## config.mk

```make
export PLATFORM = sky130hd
export DESIGN_NAME = bie_exec
export DESIGN_NICKNAME = d
export VERILOG_FILES = /design/src/inc/bie_pkg.sv /design/src/verilog/bie_exec.sv /design/src/verilog/bie_phase_gen.sv
export SDC_FILE = /design/constraint.sdc
export NUM_CORES = 1
export LEC_CHECK = 0
export ABC_AREA = 1
export BUFFER_PORTS_ARGS = -buffer_cell sky130_fd_sc_hd__buf_2
export CAP_MARGIN = 40
export CORE_MARGIN = 10
export CORE_UTILIZATION = 55
export CTS_BUF_LIST = sky130_fd_sc_hd__clkbuf_8
export DETAILED_ROUTE_END_ITERATION = 12
export GPL_TIMING_DRIVEN = 0
export PLACE_DENSITY = 0.95
export SLEW_MARGIN = 20
export SYNTH_ARGS = -nofsm -noshare
export SYNTH_HDL_FRONTEND = slang
export SYNTH_SLANG_ARGS = --single-unit
```

## constraint.sdc

```tcl
create_clock -name clock -period 2.89 [get_ports clock]
set_input_delay 0.289 -clock clock [delete_from_list [all_inputs] [get_ports clock]]
set_output_delay 0.289 -clock clock [all_outputs]
set_load 0.02 [all_outputs]
```

## src/inc/bie_pkg.sv

```systemverilog
// package: encodings, field positions and phase codes for the bit-instruction executor
// assumes: 14-bit instruction words, 7-bit register addresses, 8-bit data
package bie_pkg;
	localparam int INSTR_W = 14;
	localparam int ADDR_W = 7;
	localparam int DATA_W = 8;
	localparam int OPC_HI = 13;
	localparam int OPC_LO = 10;
	localparam int BIT_HI = 9;
	localparam int BIT_LO = 7;
	localparam int ADDR_HI = 6;
	localparam logic [3:0] OPC_TEST_CLR = 4'h6;
	localparam logic [3:0] OPC_SET = 4'h5;
	localparam logic [13:0] NOP_WORD = 14'h0000;
	localparam logic [1:0] PHASE_RST = 2'h0;
	typedef enum logic [1:0] {
		BIE_Q1 = 2'b00,
		BIE_Q2 = 2'b01,
		BIE_Q3 = 2'b10,
		BIE_Q4 = 2'b11
	} bie_phase_t;
endpackage

```

## src/verilog/bie_exec.sv

```systemverilog
// file: decode and execute of bit-test-skip-clear and bit-set-in-reg
// assumes: register file answers a read in the same phase (combinational rd_data)
`timescale 1ns/100ps
// What this block does
// - clear bit on test: discard next, one cycle
// - decode 01 01 as bit set
// - bit set forces one bit, others kept
// - addresses 0..127, bit indices 0..7
// - bit set leaves status flags unchanged
// - bit set: decode, read, modify, write phases
module bie_exec
#(
	parameter int INSTR_W = bie_pkg::INSTR_W,
	parameter int ADDR_W = bie_pkg::ADDR_W,
	parameter int DATA_W = bie_pkg::DATA_W
)
(
	input wire logic clock,
	input wire logic resetn,
	input wire logic [INSTR_W-1:0] instr,
	input wire logic [DATA_W-1:0] rd_data,
	output logic [ADDR_W-1:0] rd_addr,
	output logic rd_en,
	output logic [ADDR_W-1:0] wr_addr,
	output logic [DATA_W-1:0] wr_data,
	output logic wr_en,
	output logic skip,
	output logic status_we,
	output logic [1:0] phase,
	output logic cycle_end
);
	localparam int BSEL_W = bie_pkg::BIT_HI - bie_pkg::BIT_LO + 1;

	bie_pkg::bie_phase_t ph;
	logic [INSTR_W-1:0] ir_r;
	logic flush_r;
	logic is_set;
	logic is_tst;
	logic [BSEL_W-1:0] bsel;
	logic [ADDR_W-1:0] addr;
	logic [DATA_W-1:0] data_r;
	logic [DATA_W-1:0] set_mask;
	logic skip_r;
	// checker helper: clocks spent in the current flush run
	logic [2:0] flush_len_r;

	function automatic logic [3:0] opc(input logic [INSTR_W-1:0] w);
		opc = w[bie_pkg::OPC_HI:bie_pkg::OPC_LO];
	endfunction

	bie_phase_gen u_phase
	(
		.clock(clock),
		.resetn(resetn),
		.phase(ph)
	);

	// field positions are fixed by the encoding, so other widths would slice wrong bits
	if (INSTR_W != bie_pkg::OPC_HI + 1)
	begin : g_chk_instr_w
		$error("instruction word width must be 14");
	end
	if (ADDR_W != bie_pkg::ADDR_HI + 1)
	begin : g_chk_addr_w
		$error("register address width must be 7");
	end
	if (DATA_W != (1 << BSEL_W))
	begin : g_chk_data_w
		$error("data width must match the bit index range");
	end

	// one-hot set mask, one slice per data bit; only the indexed slice fires,
	// so the other bits of the register pass through the OR untouched
	for (genvar i = 0; i < DATA_W; i = i + 1)
	begin : g_set_mask
		assign set_mask[i] = (bsel == BSEL_W'(i));
	end

	// the discarded word is replaced by a no-operation cycle
	always_ff @(posedge clock or negedge resetn)
	begin
		if (!resetn)
			ir_r <= bie_pkg::NOP_WORD;
		else if (ph == bie_pkg::BIE_Q4)
			ir_r <= instr;
	end

	assign is_set = (opc(ir_r) == bie_pkg::OPC_SET) && !flush_r;
	assign is_tst = (opc(ir_r) == bie_pkg::OPC_TEST_CLR) && !flush_r;
	assign bsel = ir_r[bie_pkg::BIT_HI:bie_pkg::BIT_LO];
	assign addr = ir_r[bie_pkg::ADDR_HI:0];

	// Q2 read; data held for the modify phase
	always_ff @(posedge clock or negedge resetn)
	begin
		if (!resetn)
			data_r <= '0;
		else if (ph == bie_pkg::BIE_Q2 && (is_set || is_tst))
			data_r <= rd_data;
		else if (ph == bie_pkg::BIE_Q3 && is_set)
			data_r <= data_r | set_mask;
	end

	// skip decision at end of Q3; flush lasts the whole next cycle
	always_ff @(posedge clock or negedge resetn)
	begin
		if (!resetn)
			skip_r <= 1'b0;
		else if (ph == bie_pkg::BIE_Q3)
			skip_r <= is_tst && !data_r[bsel];
		else if (ph == bie_pkg::BIE_Q1)
			skip_r <= 1'b0;
	end

	always_ff @(posedge clock or negedge resetn)
	begin
		if (!resetn)
			flush_r <= 1'b0;
		else if (ph == bie_pkg::BIE_Q4)
			flush_r <= skip_r;
	end

	// checker helper only: counts clocks of the current flush run, cleared when it ends
	always_ff @(posedge clock or negedge resetn)
	begin
		if (!resetn)
			flush_len_r <= 3'h0;
		else if (flush_r)
			flush_len_r <= flush_len_r + 3'h1;
		else
			flush_len_r <= 3'h0;
	end

	// status write enable stays low: neither instruction may touch the flags
	always_comb
	begin
		rd_addr = addr;
		rd_en = (ph == bie_pkg::BIE_Q2) && (is_set || is_tst);
		wr_addr = addr;
		wr_data = data_r;
		wr_en = (ph == bie_pkg::BIE_Q4) && is_set;
		skip = flush_r;
		status_we = 1'b0;
		phase = ph;
		cycle_end = (ph == bie_pkg::BIE_Q4);
	end

	a_set_bit_write: assert property (@(posedge clock) disable iff (!resetn)
		wr_en |-> wr_data == ($past(rd_data, 2) | (8'h01 << bsel)))
		else $error("bit set wrote wrong data");
	a_set_phase_seq: assert property (@(posedge clock) disable iff (!resetn)
		(ph == bie_pkg::BIE_Q2 && is_set) |-> ##2 wr_en)
		else $error("bit set did not write in Q4");
	a_skip_flush: assert property (@(posedge clock) disable iff (!resetn)
		(ph == bie_pkg::BIE_Q3 && is_tst && !data_r[bsel]) |-> ##2 flush_r [*4])
		else $error("clear bit did not flush next cycle");
	a_no_skip_set: assert property (@(posedge clock) disable iff (!resetn)
		(ph == bie_pkg::BIE_Q3 && is_tst && data_r[bsel]) |-> ##2 !flush_r)
		else $error("set bit caused a skip");
	a_flush_quiet: assert property (@(posedge clock) disable iff (!resetn)
		flush_r |-> !wr_en && !rd_en)
		else $error("flushed cycle touched registers");
	a_status_kept: assert property (@(posedge clock) disable iff (!resetn)
		is_set |-> !status_we)
		else $error("bit set touched status");
	a_write_addr: assert property (@(posedge clock) disable iff (!resetn)
		wr_en |-> wr_addr == $past(rd_addr, 2))
		else $error("write address differs from read");
	a_decode_set: assert property (@(posedge clock) disable iff (!resetn)
		wr_en |-> ir_r[13:10] == 4'h5)
		else $error("write without bit set opcode");


	// flush run: exactly one instruction cycle, started only by a failed test
	a_flush_bounded: assert property (@(posedge clock) disable iff (!resetn)
		flush_r |-> flush_len_r < 3'h4)
		else $error("flush lasted more than one cycle");
	a_flush_exact: assert property (@(posedge clock) disable iff (!resetn)
		$fell(flush_r) |-> flush_len_r == 3'h4)
		else $error("flush did not last one full cycle");
	a_flush_cause: assert property (@(posedge clock) disable iff (!resetn)
		$rose(flush_r) |->
			$past(ir_r[bie_pkg::OPC_HI:bie_pkg::OPC_LO]) == bie_pkg::OPC_TEST_CLR)
		else $error("flush without a bit test");
	a_skip_whole_cycle: assert property (@(posedge clock) disable iff (!resetn)
		$rose(skip) |-> ph == bie_pkg::BIE_Q1)
		else $error("skip did not start at a cycle boundary");
	a_test_no_write: assert property (@(posedge clock) disable iff (!resetn)
		is_tst |-> !wr_en)
		else $error("bit test wrote a register");
	a_set_never_skips: assert property (@(posedge clock) disable iff (!resetn)
		(ph == bie_pkg::BIE_Q3 && is_set) |-> ##2 !flush_r)
		else $error("bit set caused a skip");

	// bit set datapath: selected bit one, the rest as read
	a_set_bit_one: assert property (@(posedge clock) disable iff (!resetn)
		wr_en |-> wr_data[bsel])
		else $error("selected bit not set on write");
	a_keep_other_bits: assert property (@(posedge clock) disable iff (!resetn)
		wr_en |-> ((wr_data ^ $past(rd_data, 2)) & ~(8'h01 << bsel)) == 8'h00)
		else $error("bit set changed another bit");

	// phase order of one instruction cycle
	a_read_after_decode: assert property (@(posedge clock) disable iff (!resetn)
		(ph == bie_pkg::BIE_Q1 && (is_set || is_tst)) |=> rd_en)
		else $error("no read in the phase after decode");
	a_write_once: assert property (@(posedge clock) disable iff (!resetn)
		wr_en |=> !wr_en)
		else $error("more than one write in a cycle");
	a_phase_wrap: assert property (@(posedge clock) disable iff (!resetn)
		(ph == bie_pkg::BIE_Q4) |=> (ph == bie_pkg::BIE_Q1))
		else $error("phase did not wrap after Q4");
	a_fetch_q4: assert property (@(posedge clock) disable iff (!resetn)
		(ph == bie_pkg::BIE_Q4) |=> (ir_r == $past(instr)))
		else $error("next word not taken at end of Q4");

	c_set_done: cover property (@(posedge clock) wr_en);
	c_skip_taken: cover property (@(posedge clock) $rose(flush_r));
	c_test_noskip: cover property (@(posedge clock)
		ph == bie_pkg::BIE_Q3 && is_tst && data_r[bsel]);
	c_set_top_bit: cover property (@(posedge clock) wr_en && bsel == 3'h7);
	c_set_dropped: cover property (@(posedge clock)
		flush_r && opc(ir_r) == bie_pkg::OPC_SET);
endmodule // bie_exec

```

## src/verilog/bie_phase_gen.sv

```systemverilog
// file: four-phase generator, one phase per clock
// assumes: single clock, asynchronous active-low reset
`timescale 1ns/100ps
module bie_phase_gen
(
	input wire logic clock,
	input wire logic resetn,
	output bie_pkg::bie_phase_t phase
);
	bie_pkg::bie_phase_t phase_r;

	always_ff @(posedge clock or negedge resetn)
	begin
		if (!resetn)
			phase_r <= bie_pkg::BIE_Q1;
		else
			phase_r <= bie_pkg::bie_phase_t'(phase_r + 2'h1);
	end

	assign phase = phase_r;
endmodule // bie_phase_gen

```

# [Yosys cells after proc, flatten, opt, wreduce, memory -nomap -nowiden]
# Cells that the tools add are included.
[op_classes] div=0 reduce_logical=13 n_shift=0 add_sub_neg=1 multipliers=0 n_bitwise=1 eq_ne=12 mux=6 n_lt_le_gt_ge=1
[ops] operator="$mux 8" n=2
[ops] operator="$eq 3x3->1 const B" n=4
[ops] operator="$eq 4x3->1 const B" n=2
[ops] operator="$or 8x8->8" n=1
[ops] operator="$eq 3x2->1 const B" n=2
[ops] operator="$logic_and 1x1->1" n=6
[ops] operator="$eq 2x2->1 const B" n=2
[ops] operator="$lt 3x4->1 const B" n=1
[ops] operator="$reduce_bool 2->1" n=2
[ops] operator="$bmux 1 s3" n=1
[ops] operator="$eq 3x1->1 const B" n=1
[ops] operator="$logic_not 3->1" n=1
[ops] operator="$mux 1" n=3
[ops] operator="$add 2x1->2 const B" n=1
[ops] operator="$eq 2x1->1 const B" n=1
[ops] operator="$logic_not 1->1" n=2
[ops] operator="$logic_not 2->1" n=1
[ops] operator="$logic_or 1x1->1" n=1
[totals] ramBits=0 latch_bits=0 ff_bits=26 rom_bits=0 n_memories=0 input_bits=24

# [Depth between registers and ports, before layout]
# Gate-level depths: netlist of run 1.
[logic_depth] ltp_word=5 mapped_depth=8 depth_no_buf=8

# [Modules after synthesis]
# A second synthesis of run 1 with hierarchy kept.
[hier_totals] hier_cells=193 area_unflattened_um2=1443.9
[modules_own_cells] mod="bie_exec" instances=1 seq_area_each_um2=600.6 cells_per_inst=186 area_each_um2=1372.6
[modules_own_cells] mod="bie_phase_gen" instances=1 seq_area_each_um2=50.0 cells_per_inst=7 area_each_um2=71.3

# [Least setup slack after synthesis of run 1]
# OpenSTA, ideal clock, no wires.
[synth_path] path_kind="reg2out" startpoint="register u_phase.phase_r[1], in the netlist u_phase.phase[1]" endpoint="output port wr_en" path_stages_with_launch=4 path_buffers=0 slack_ps=1240 required_time_ps=2601 arrival_time_ps=1361 cell_sequence="dfrtp_1 ha_1 inv_1 nor2_1"
[synth_via] elab_chain_len=2
[synth_lines] element="start: declaration" line_no="bie_phase_gen.sv:10" rtl="bie_pkg::bie_phase_t phase_r;"
[synth_lines] element="start signal: assignment" line_no="bie_phase_gen.sv:15" rtl="phase_r <= bie_pkg::BIE_Q1;"
[synth_lines] element="start signal: assignment" line_no="bie_phase_gen.sv:17" rtl="phase_r <= bie_pkg::bie_phase_t'(phase_r + 2'h1);"
[synth_lines] element="$eq 2x2->1"
[synth_lines] element="named net cycle_end" line_no="bie_exec.sv:30" rtl="output logic cycle_end"
[synth_lines] element="$logic_and 1x1->1" line_no="bie_exec.sv:141" rtl="wr_en = (ph == bie_pkg::BIE_Q4) && is_set;"
[synth_lines] element="end: declaration" line_no="bie_exec.sv:26" rtl="output logic wr_en,"
# The timed path passes the listed nets, and every way through them passes these cells.

# [Worst setup path after layout of run 1]
[layout_path] startpoint="register u_phase.phase_r[0], in the netlist u_phase.phase[0]" endpoint="output port wr_en"
[layout_via] elab_chain_len=2
[layout_lines] element="$eq 2x2->1" line_no="bie_exec.sv:141"
[layout_lines] element="$logic_and 1x1->1" line_no="bie_exec.sv:141"
# No other way between the ends.

==> results by group, run 1 <==
Outcome
  – Result of the run: completed

Logic synthesis
  – Cell types occupying the most area after synthesis: sky130_fd_sc_hd__dfrtp_1, sky130_fd_sc_hd__nand2_1, sky130_fd_sc_hd__buf_4
  – Synthesized netlist net count: 222
  – Sequential-to-total area share from yosys stat: 44.6%
  – Proportion of synthesized area in mux cells: 0%
  – Number of unique standard cell types used by synthesis: 15
  – Ys flop type: sky130_fd_sc_hd__dfrtp_1
  – Register bit count reported by yosys: 26
  – Mapped Area: 1460 µm²
  – Total of warnings raised by yosys: 0
  – Dominant cell by count in the synthesized netlist: sky130_fd_sc_hd__nand2_1
  – Proportion of synthesized flip-flops having asynchronous set or reset: 100%
  – Combinational family with the most area after synthesis: simple AND/OR/NAND/NOR gates
  – Post-synth EDFFs: 0
  – Cell taking the most area after synthesis: sky130_fd_sc_hd__dfrtp_1
  – Avg Inst Size Synth: 7.51 µm²
  – Ranking of synthesized cells by instance count: sky130_fd_sc_hd__nand2_1, sky130_fd_sc_hd__dfrtp_1, sky130_fd_sc_hd__inv_1, sky130_fd_sc_hd__nand3_1, sky130_fd_sc_hd__buf_4
  – Basic-gate share of the synthesized area counting and, or, nand and nor cells: 34.4%
  – Gate count of the mapped netlist: 194
  – Adder-cell share of the synthesized area: 3.43%
  – Share of the synthesized area in the top cell type: 44.6%
  – XOR/XNOR Fraction of Synth Area: 0%
  – Compound-gate portion of the synthesized area: 2.75%

Detailed routing
  – Number of vias in the routed layout: 1,425
  – Routed wire length per instance: 13.6 µm
  – WL met2: 1.92 mm
  – Total wire length: 3.78 mm
  – Drt initial violations: 98
  – Highest Signal Layer: met4
  – Initial DRT Pass Iterations: 4
  – Detailed-route DRC error count: 0
  – Met3 Routed Length: 293 µm
  – Detailed-route wire length on metal 1: 1.42 mm
  – Avg Vias per Cell: 5.11
  – Number of routed nets with antenna violations: 0

STA
  – Total Negative Setup Slacks: 0 ns
  – Final worst clock skew: 0.00362 ns
  – Final Hold Vio Count: 0
  – Max-slew violation count: 0
  – Transition time at the pin with the least slew margin: 0.567 ns
  – Fmax: 0.559 GHz
  – RSZ-0062 raised after global routing: false
  – Share of the clock period used by the worst path after layout: 61.9%
  – Setup violators final: 0
  – Worst Hold Margin: 0.00721 ns
  – Time the worst path needs with I/O delays and setup: 1.79 ns
  – Rel. slew slack: 62.2%

GRT
  – Initial antenna violation count: 0
  – Largest net degree at the start of global routing: 27
  – First-pass GRT wire length: 6.34 mm
  – Number of global-route vias before repair: 1,479
  – Total global-route track usage: 15.0%
  – Overflow left after global routing: 0

Die
  – Die span in x: 71.5 µm
  – Placeable Area: 2500 µm²
  – Floorplan die height: 71.5 µm
  – Die Area: 5110 µm²
  – Initial cell density of the core: 58.3%
  – Total number of placement rows: 18
  – Count of pins on the block boundary: 53

Critical path
  – Highest-delay cell along the critical path: sky130_fd_sc_hd__dfrtp_1
  – Buf/Inv on CP: 2
  – Worst Setup Start Kind: flop
  – Top cell family by delay on the critical path: flip-flops
  – Worst endpoint required time: 2.60 ns
  – Crit. End Element: output pin
  – Classification of the worst setup path: reg2out
  – CP Max Fanout: 8
  – Cells traversed along the worst timing path: ha_1, inv_1, nor2_1, buf_2
  – Maximum cell stage delay along the critical path: 0.42 ns
  – Arrival time reported for the critical path endpoint: 1.50 ns

Power
  – Peak supply drop: 0.357 mV
  – PD cells: 482 nW/µm²
  – Leakage power summed over all cells: 0.00105 µW

CTS
  – Skew-Pair Late Insertion Delay: 0.27 ns
  – Clock root buffer: sky130_fd_sc_hd__clkbuf_8
  – CTS H-Tree Depth: 1
  – Clock tree from TritonCTS: done
  – Maximum clock insertion buffer count: 2
  – Post-CTS Setup Inserts: 0
  – Clk sink count: 26
  – Clock slew at reported path FFs: 0.08 ns
  – Post-CTS Resized: 0
  – CTS buffer count: 3
  – Number of buffers added to fix hold violations after cts: 0

Flow run
  – Max Cap Viol: 0

Layout
  – Share of post-route cells with drive strength above 1: 32.5%
  – Layout overhead on the synthesized area: 23.9%
  – Number of nets in the layout: 278
  – Number of diodes added for antenna fixing: 0

Place
  – Number of I/O port buffers: 51
  – Last weighted congestion value of the routability-driven placer: 0.884
  – Hpwl dp: 2.82 mm

Worst hold path
  – Worst hold path class: in2async
[sequential cells by signal (all words and copies together), names as in the netlist]
signal / cells
u_phase.phase: 2
wr_data: 8
skip: 1
ir_r: 14
skip_r: 1
[path summary, 6_finish.rpt]
kind                                       startpoint                  end  slack, ns  cells past startpoint
setup reg to reg           u_phase.phase[0]$_DFF_PN0_   skip_r$_DFFE_PN0P_       1.35                      7
hold / removal                                 resetn  ir_r[0]$_DFFE_PN0P_      0.007                      1
hold reg to reg                   ir_r[2]$_DFFE_PN0P_  ir_r[2]$_DFFE_PN0P_       0.51                      2
setup / recovery           u_phase.phase[0]$_DFF_PN0_                wr_en       1.10                      4
min in group clock                           instr[2]  ir_r[2]$_DFFE_PN0P_       0.22                      3
max in group asynchronous                      resetn   skip_r$_DFFE_PN0P_       2.51                      1
[where the power goes]
part | switching, µW | total (µW) | leakage, µW | internal [µW]
registers | 29.9 | 428 | 0.000310 | 398
clock network | 108 | 230 | 0.0000288 | 122
logic | 132 | 212 | 0.000710 | 80.3
total | 270 | 870 | 0.00105 | 600
[layer usage]
layer / track usage, % / vias to the layer above
li1: - / 684
met3: 3.58 / 17
met5: 0 / -
met4: 8.82 / 0
met1: 16.1 / 649
met2: 26.1 / 75
[stage by stage]
step,total power [µW],cells,setup WS (ns),util [%],instance area [µm²]
3_5_place_dp,647,275,1.42,70.0,1750
5_1_grt,921,279,1.03,72.2,1810
4_1_cts,874,279,1.12,72.2,1810
3_3_place_gp,638,275,1.44,70.0,1750
2_1_floorplan,566,194,1.24,-,1460
6_report,870,279,1.10,72.2,1810
[cell type report]
type	count	area [µm²]
Fill cell	190	694
Sequential cell	26	651
Multi-Input combinational cell	128	596
Timing Repair Buffer	51	255
Buffer	19	133
Inverter	21	78.8
Clock buffer	4	55.1
Tap cell	30	37.5
[kinds of logic (layout without fill, tap and decap cells)]
family	Yosys count	after routing
flip-flops	26	26
AO/OA/AOI/OAI	8	8
buffers and inverters	40	95
AND/OR/NAND/NOR	115	115
adder cells (fa/ha/maj)	4	4
other	1	1
[cells in the final DEF, fill, tap and decap left out, types with 2 or more instances in the layout]
cell	n
sky130_fd_sc_hd__buf_2	52
sky130_fd_sc_hd__buf_4	16
sky130_fd_sc_hd__clkbuf_1	2
sky130_fd_sc_hd__clkbuf_8	4
sky130_fd_sc_hd__dfrtp_1	26
sky130_fd_sc_hd__ha_1	4
sky130_fd_sc_hd__inv_1	18
sky130_fd_sc_hd__inv_2	3
sky130_fd_sc_hd__nand2_1	80
sky130_fd_sc_hd__nand2_4	2
sky130_fd_sc_hd__nand3_1	18
sky130_fd_sc_hd__nand4_2	2
sky130_fd_sc_hd__nor2_1	11
sky130_fd_sc_hd__nor2_4	2
sky130_fd_sc_hd__o21ai_0	8
Power figures use the tool's default switching activity.
==> run 2, diff against run 1 <==
- ABC_AREA: 1 -> 0
- CORE_UTILIZATION: 55 -> 50
- PLACE_DENSITY: 0.95 -> 0.92
- clock period: 2.89 -> 1.7 ns (I/O delays scaled with it)
==> results by group, run 2 <==
Outcome
  – Result of the run: completed

CTS
  – CTS H-Tree Depth: 1 (unchanged)
  – Maximum clock insertion buffer count: 2 (unchanged)
  – Clock tree from TritonCTS: done
  – Clk sink count: 26 (unchanged)
  – Clock slew at reported path FFs: 0.09 ns (about the same)
  – CTS buffer count: 3 (unchanged)
  – Clock root buffer: sky130_fd_sc_hd__clkbuf_8
  – Skew-Pair Late Insertion Delay: 0.28 ns (about the same)

GRT
  – Overflow left after global routing: 0 (unchanged)
  – Number of global-route vias before repair: 1,201 (-19%)
  – Largest net degree at the start of global routing: 27 (unchanged)
  – Total global-route track usage: 12.7% (-2.3 points)
  – First-pass GRT wire length: 5.29 mm (-17%)
  – Initial antenna violation count: 0 (unchanged)

Layout
  – Number of diodes added for antenna fixing: 0 (unchanged)
  – Layout Cells excl Fill: 193 (-31%)
  – Number of nets in the layout: 192 (-31%)
  – Layout overhead on the synthesized area: 30.0%
  – Most common library cell in the layout ignoring fill and taps: sky130_fd_sc_hd__buf_2
  – Largest register FFs: 14 (unchanged)
  – Register name with the most flops: ir_r
  – Top library cells by usage in the layout, fill and taps aside: sky130_fd_sc_hd__buf_2, sky130_fd_sc_hd__dfrtp_1, sky130_fd_sc_hd__mux2_2, sky130_fd_sc_hd__buf_4, sky130_fd_sc_hd__a41o_1
  – Share of post-route cells with drive strength above 1: 66.3% (+34 points)

Detailed routing
  – Drt initial violations: 36 (-63%)
  – Number of vias in the routed layout: 986 (-31%)
  – Initial DRT Pass Iterations: 2 (-2)
  – Avg Vias per Cell: 5.11 (about the same)
  – Number of routed nets with antenna violations: 0 (unchanged)
  – Routed wire length per instance: 16.3 µm (+20%)
  – Total wire length: 3.15 mm (-17%)
  – Detailed-route DRC error count: 0 (unchanged)

Critical path
  – Destination of the critical timing path: wr_data[7]$_DFFE_PN0P_
  – Crit. Startpoint: u_phase.phase[1]$_DFF_PN0_
  – Worst endpoint required time: 1.87 ns (-0.73 ns)
  – Worst Setup Start Kind: flop
  – Setup slack on the worst flop-to-flop path: 0.1 ns (-1.25 ns)
  – CP Max Fanout: 6 (-2)
  – Depth of the worst register-to-register path: 5 (-2)
  – Crit. End Element: flop
  – Reg-to-Reg Start: u_phase.phase[1]$_DFF_PN0_
  – Classification of the worst setup path: reg2reg
  – Arrival time reported for the critical path endpoint: 1.78 ns (+0.28 ns)
  – Reg2Reg Capture Point: wr_data[7]$_DFFE_PN0P_

Power
  – Leakage power summed over all cells: 0.000932 µW (-11%)
  – Peak supply drop: 0.597 mV (+67%)
  – PD cells: 858 nW/µm² (+78%)

Place
  – Hpwl dp: 2.51 mm (-11%)
  – Last weighted congestion value of the routability-driven placer: 0.811 (-8.2%)
  – Instance count after placement with tap cells included: 185 (-33%)
  – Worst setup slack before clock tree synthesis: 0.0981 ns (-1.33 ns)
  – Number of I/O port buffers: 51 (unchanged)

STA
  – Setup violators final: 0 (unchanged)
  – Fmax: 0.623 GHz
  – Share of the clock period used by the worst path after layout: 94.4%
  – RSZ-0062 raised after global routing: false
  – Final worst clock skew: 0.00459 ns (+0.000970 ns)
  – Time the worst path needs with I/O delays and setup: 1.60 ns
  – Transition time at the pin with the least slew margin: 0.582 ns (+0.0142 ns)
  – Max-slew violation count: 0 (unchanged)
  – Total Negative Setup Slacks: 0 ns (unchanged)
  – Setup WS post-layout: 0.0953 ns (-1.01 ns)
  – Final Hold Vio Count: 0 (unchanged)
  – Rel. slew slack: 61.2% (-0.95 points)

Die
  – Initial cell density of the core: 53.6% (-4.7 points)
  – Floorplan die height: 72.0 µm (+0.71%)
  – Die Area: 5180 µm² (+1.4%)
  – Die span in x: 72.0 µm (+0.71%)
  – Count of pins on the block boundary: 53 (unchanged)
  – Total number of placement rows: 18 (unchanged)
  – Placeable Area: 2520 µm² (+0.90%)

Logic synthesis
  – Proportion of synthesized flip-flops having asynchronous set or reset: 100% (unchanged)
  – Cell taking the most area after synthesis: sky130_fd_sc_hd__dfrtp_1
  – Ys flop type: sky130_fd_sc_hd__dfrtp_1
  – Gate count of the mapped netlist: 104 (-46%)
  – Dominant cell by count in the synthesized netlist: sky130_fd_sc_hd__dfrtp_1
  – Total of warnings raised by yosys: 0 (unchanged)
  – Avg Inst Size Synth: 13.0 µm² (+73%)
  – Register bit count reported by yosys: 26 (unchanged)
  – Number of unique standard cell types used by synthesis: 24 (+9)
  – Mapped Area: 1350 µm² (-7.3%)
  – Ranking of synthesized cells by instance count: sky130_fd_sc_hd__dfrtp_1, sky130_fd_sc_hd__mux2_2, sky130_fd_sc_hd__buf_4, sky130_fd_sc_hd__a41o_1
  – Synthesized netlist net count: 132 (-41%)
  – Post-synth EDFFs: 0 (unchanged)
  – Cell types occupying the most area after synthesis: sky130_fd_sc_hd__dfrtp_1, sky130_fd_sc_hd__mux2_2, sky130_fd_sc_hd__buf_4
  – Share of the synthesized area in the top cell type: 48.1% (+3.5 points)
  – Sequential-to-total area share from yosys stat: 48.1% (+3.5 points)

Worst hold path
  – Worst hold path class: in2reg

Flow run
  – Max Cap Viol: 0 (unchanged)
==> run 2: worst min path at each step <==
stage,endpoint,cells after the start,from
5_1_grt,ir_r[0]$_DFFE_PN0P_,2,instr[0]
3_3_place_gp,ir_r[2]$_DFFE_PN0P_,1,resetn
4_1_cts,ir_r[8]$_DFFE_PN0P_,3,instr[8]
6_report,wr_data[0]$_DFFE_PN0P_,2,rd_data[0]
3_5_place_dp,ir_r[2]$_DFFE_PN0P_,1,resetn
2_1_floorplan,ir_r[0]$_DFFE_PN0P_,0,resetn
==> run 2: kinds of logic after synthesis <==
logic type	Yosys count	share of synthesized area, %
muxes	27	23.0
other	1	0.278
adders and majority gates	4	3.70
buffers and inverters	24	11.6
and+or+nand+nor	11	5.46
DFF	26	48.1
AOI/OAI and AO/OA	10	7.22
xor gates and xnor gates	1	0.648
==> run 2: repair_timing <==
| item | in CTS | in global routing |
|---|---|---|
| gates resized for setup | 6 | 5 |
| endpoints found under the hold margin | 26 | 0 |
| hold buffers | 1 | 0 |
| pin swaps | 1 | 0 |
| buffers inserted | 3 | 1 |
| setup endpoints to repair | 2 | 4 |
==> run 2: layout make-up <==
cell class / instances / area [µm²]
fill: 198 / 766
multi-input combinational: 54 / 559
tap: 30 / 37.5
sequential: 26 / 651
clock buffer: 4 / 55.1
inverter: 4 / 15.0
buffer: 19 / 144
timing repair buffer: 56 / 295
==> run 2: layer usage <==
layer  part of all wire (%)  global-route usage (%)  vias to the layer above  routed length [µm]
met2                     48                    21.8                       47                1500
met5                      0                       0                        -                   0
met1                     38                    11.8                      458                1210
met4                    1.6                    6.67                        0                  52
met3                     12                    7.07                        5                 388
li1                       -                       -                      476                   -
==> run 2: stage by stage <==
stage / area (µm²) / power [µW] / hold WS, ns / util (%)
finish: 1760 / 1510 / 0.119 / 69.6
global route: 1760 / 1580 / 0.112 / 69.6
CTS: 1750 / 1520 / 0.115 / 69.5
detailed placement: 1650 / 1110 / 0.200 / 65.2
global placement: 1650 / 1090 / 0.181 / 65.2
floorplan: 1350 / 974 / -0.126 / -
==> run 2: where the power goes <==
group          total [µW]  switching, µW  internal, µW
registers             727           48.6           678
logic                 374            184           190
clock network         406            198           208
==> run 2: critical path, stage by stage (launching register included) <==
cell and delay [ns]:
sky130_fd_sc_hd__dfrtp_1 0.41, sky130_fd_sc_hd__buf_4 0.15, sky130_fd_sc_hd__ha_2 0.19, sky130_fd_sc_hd__and3_1 0.22, sky130_fd_sc_hd__a41o_2 0.27, sky130_fd_sc_hd__mux2_2 0.26
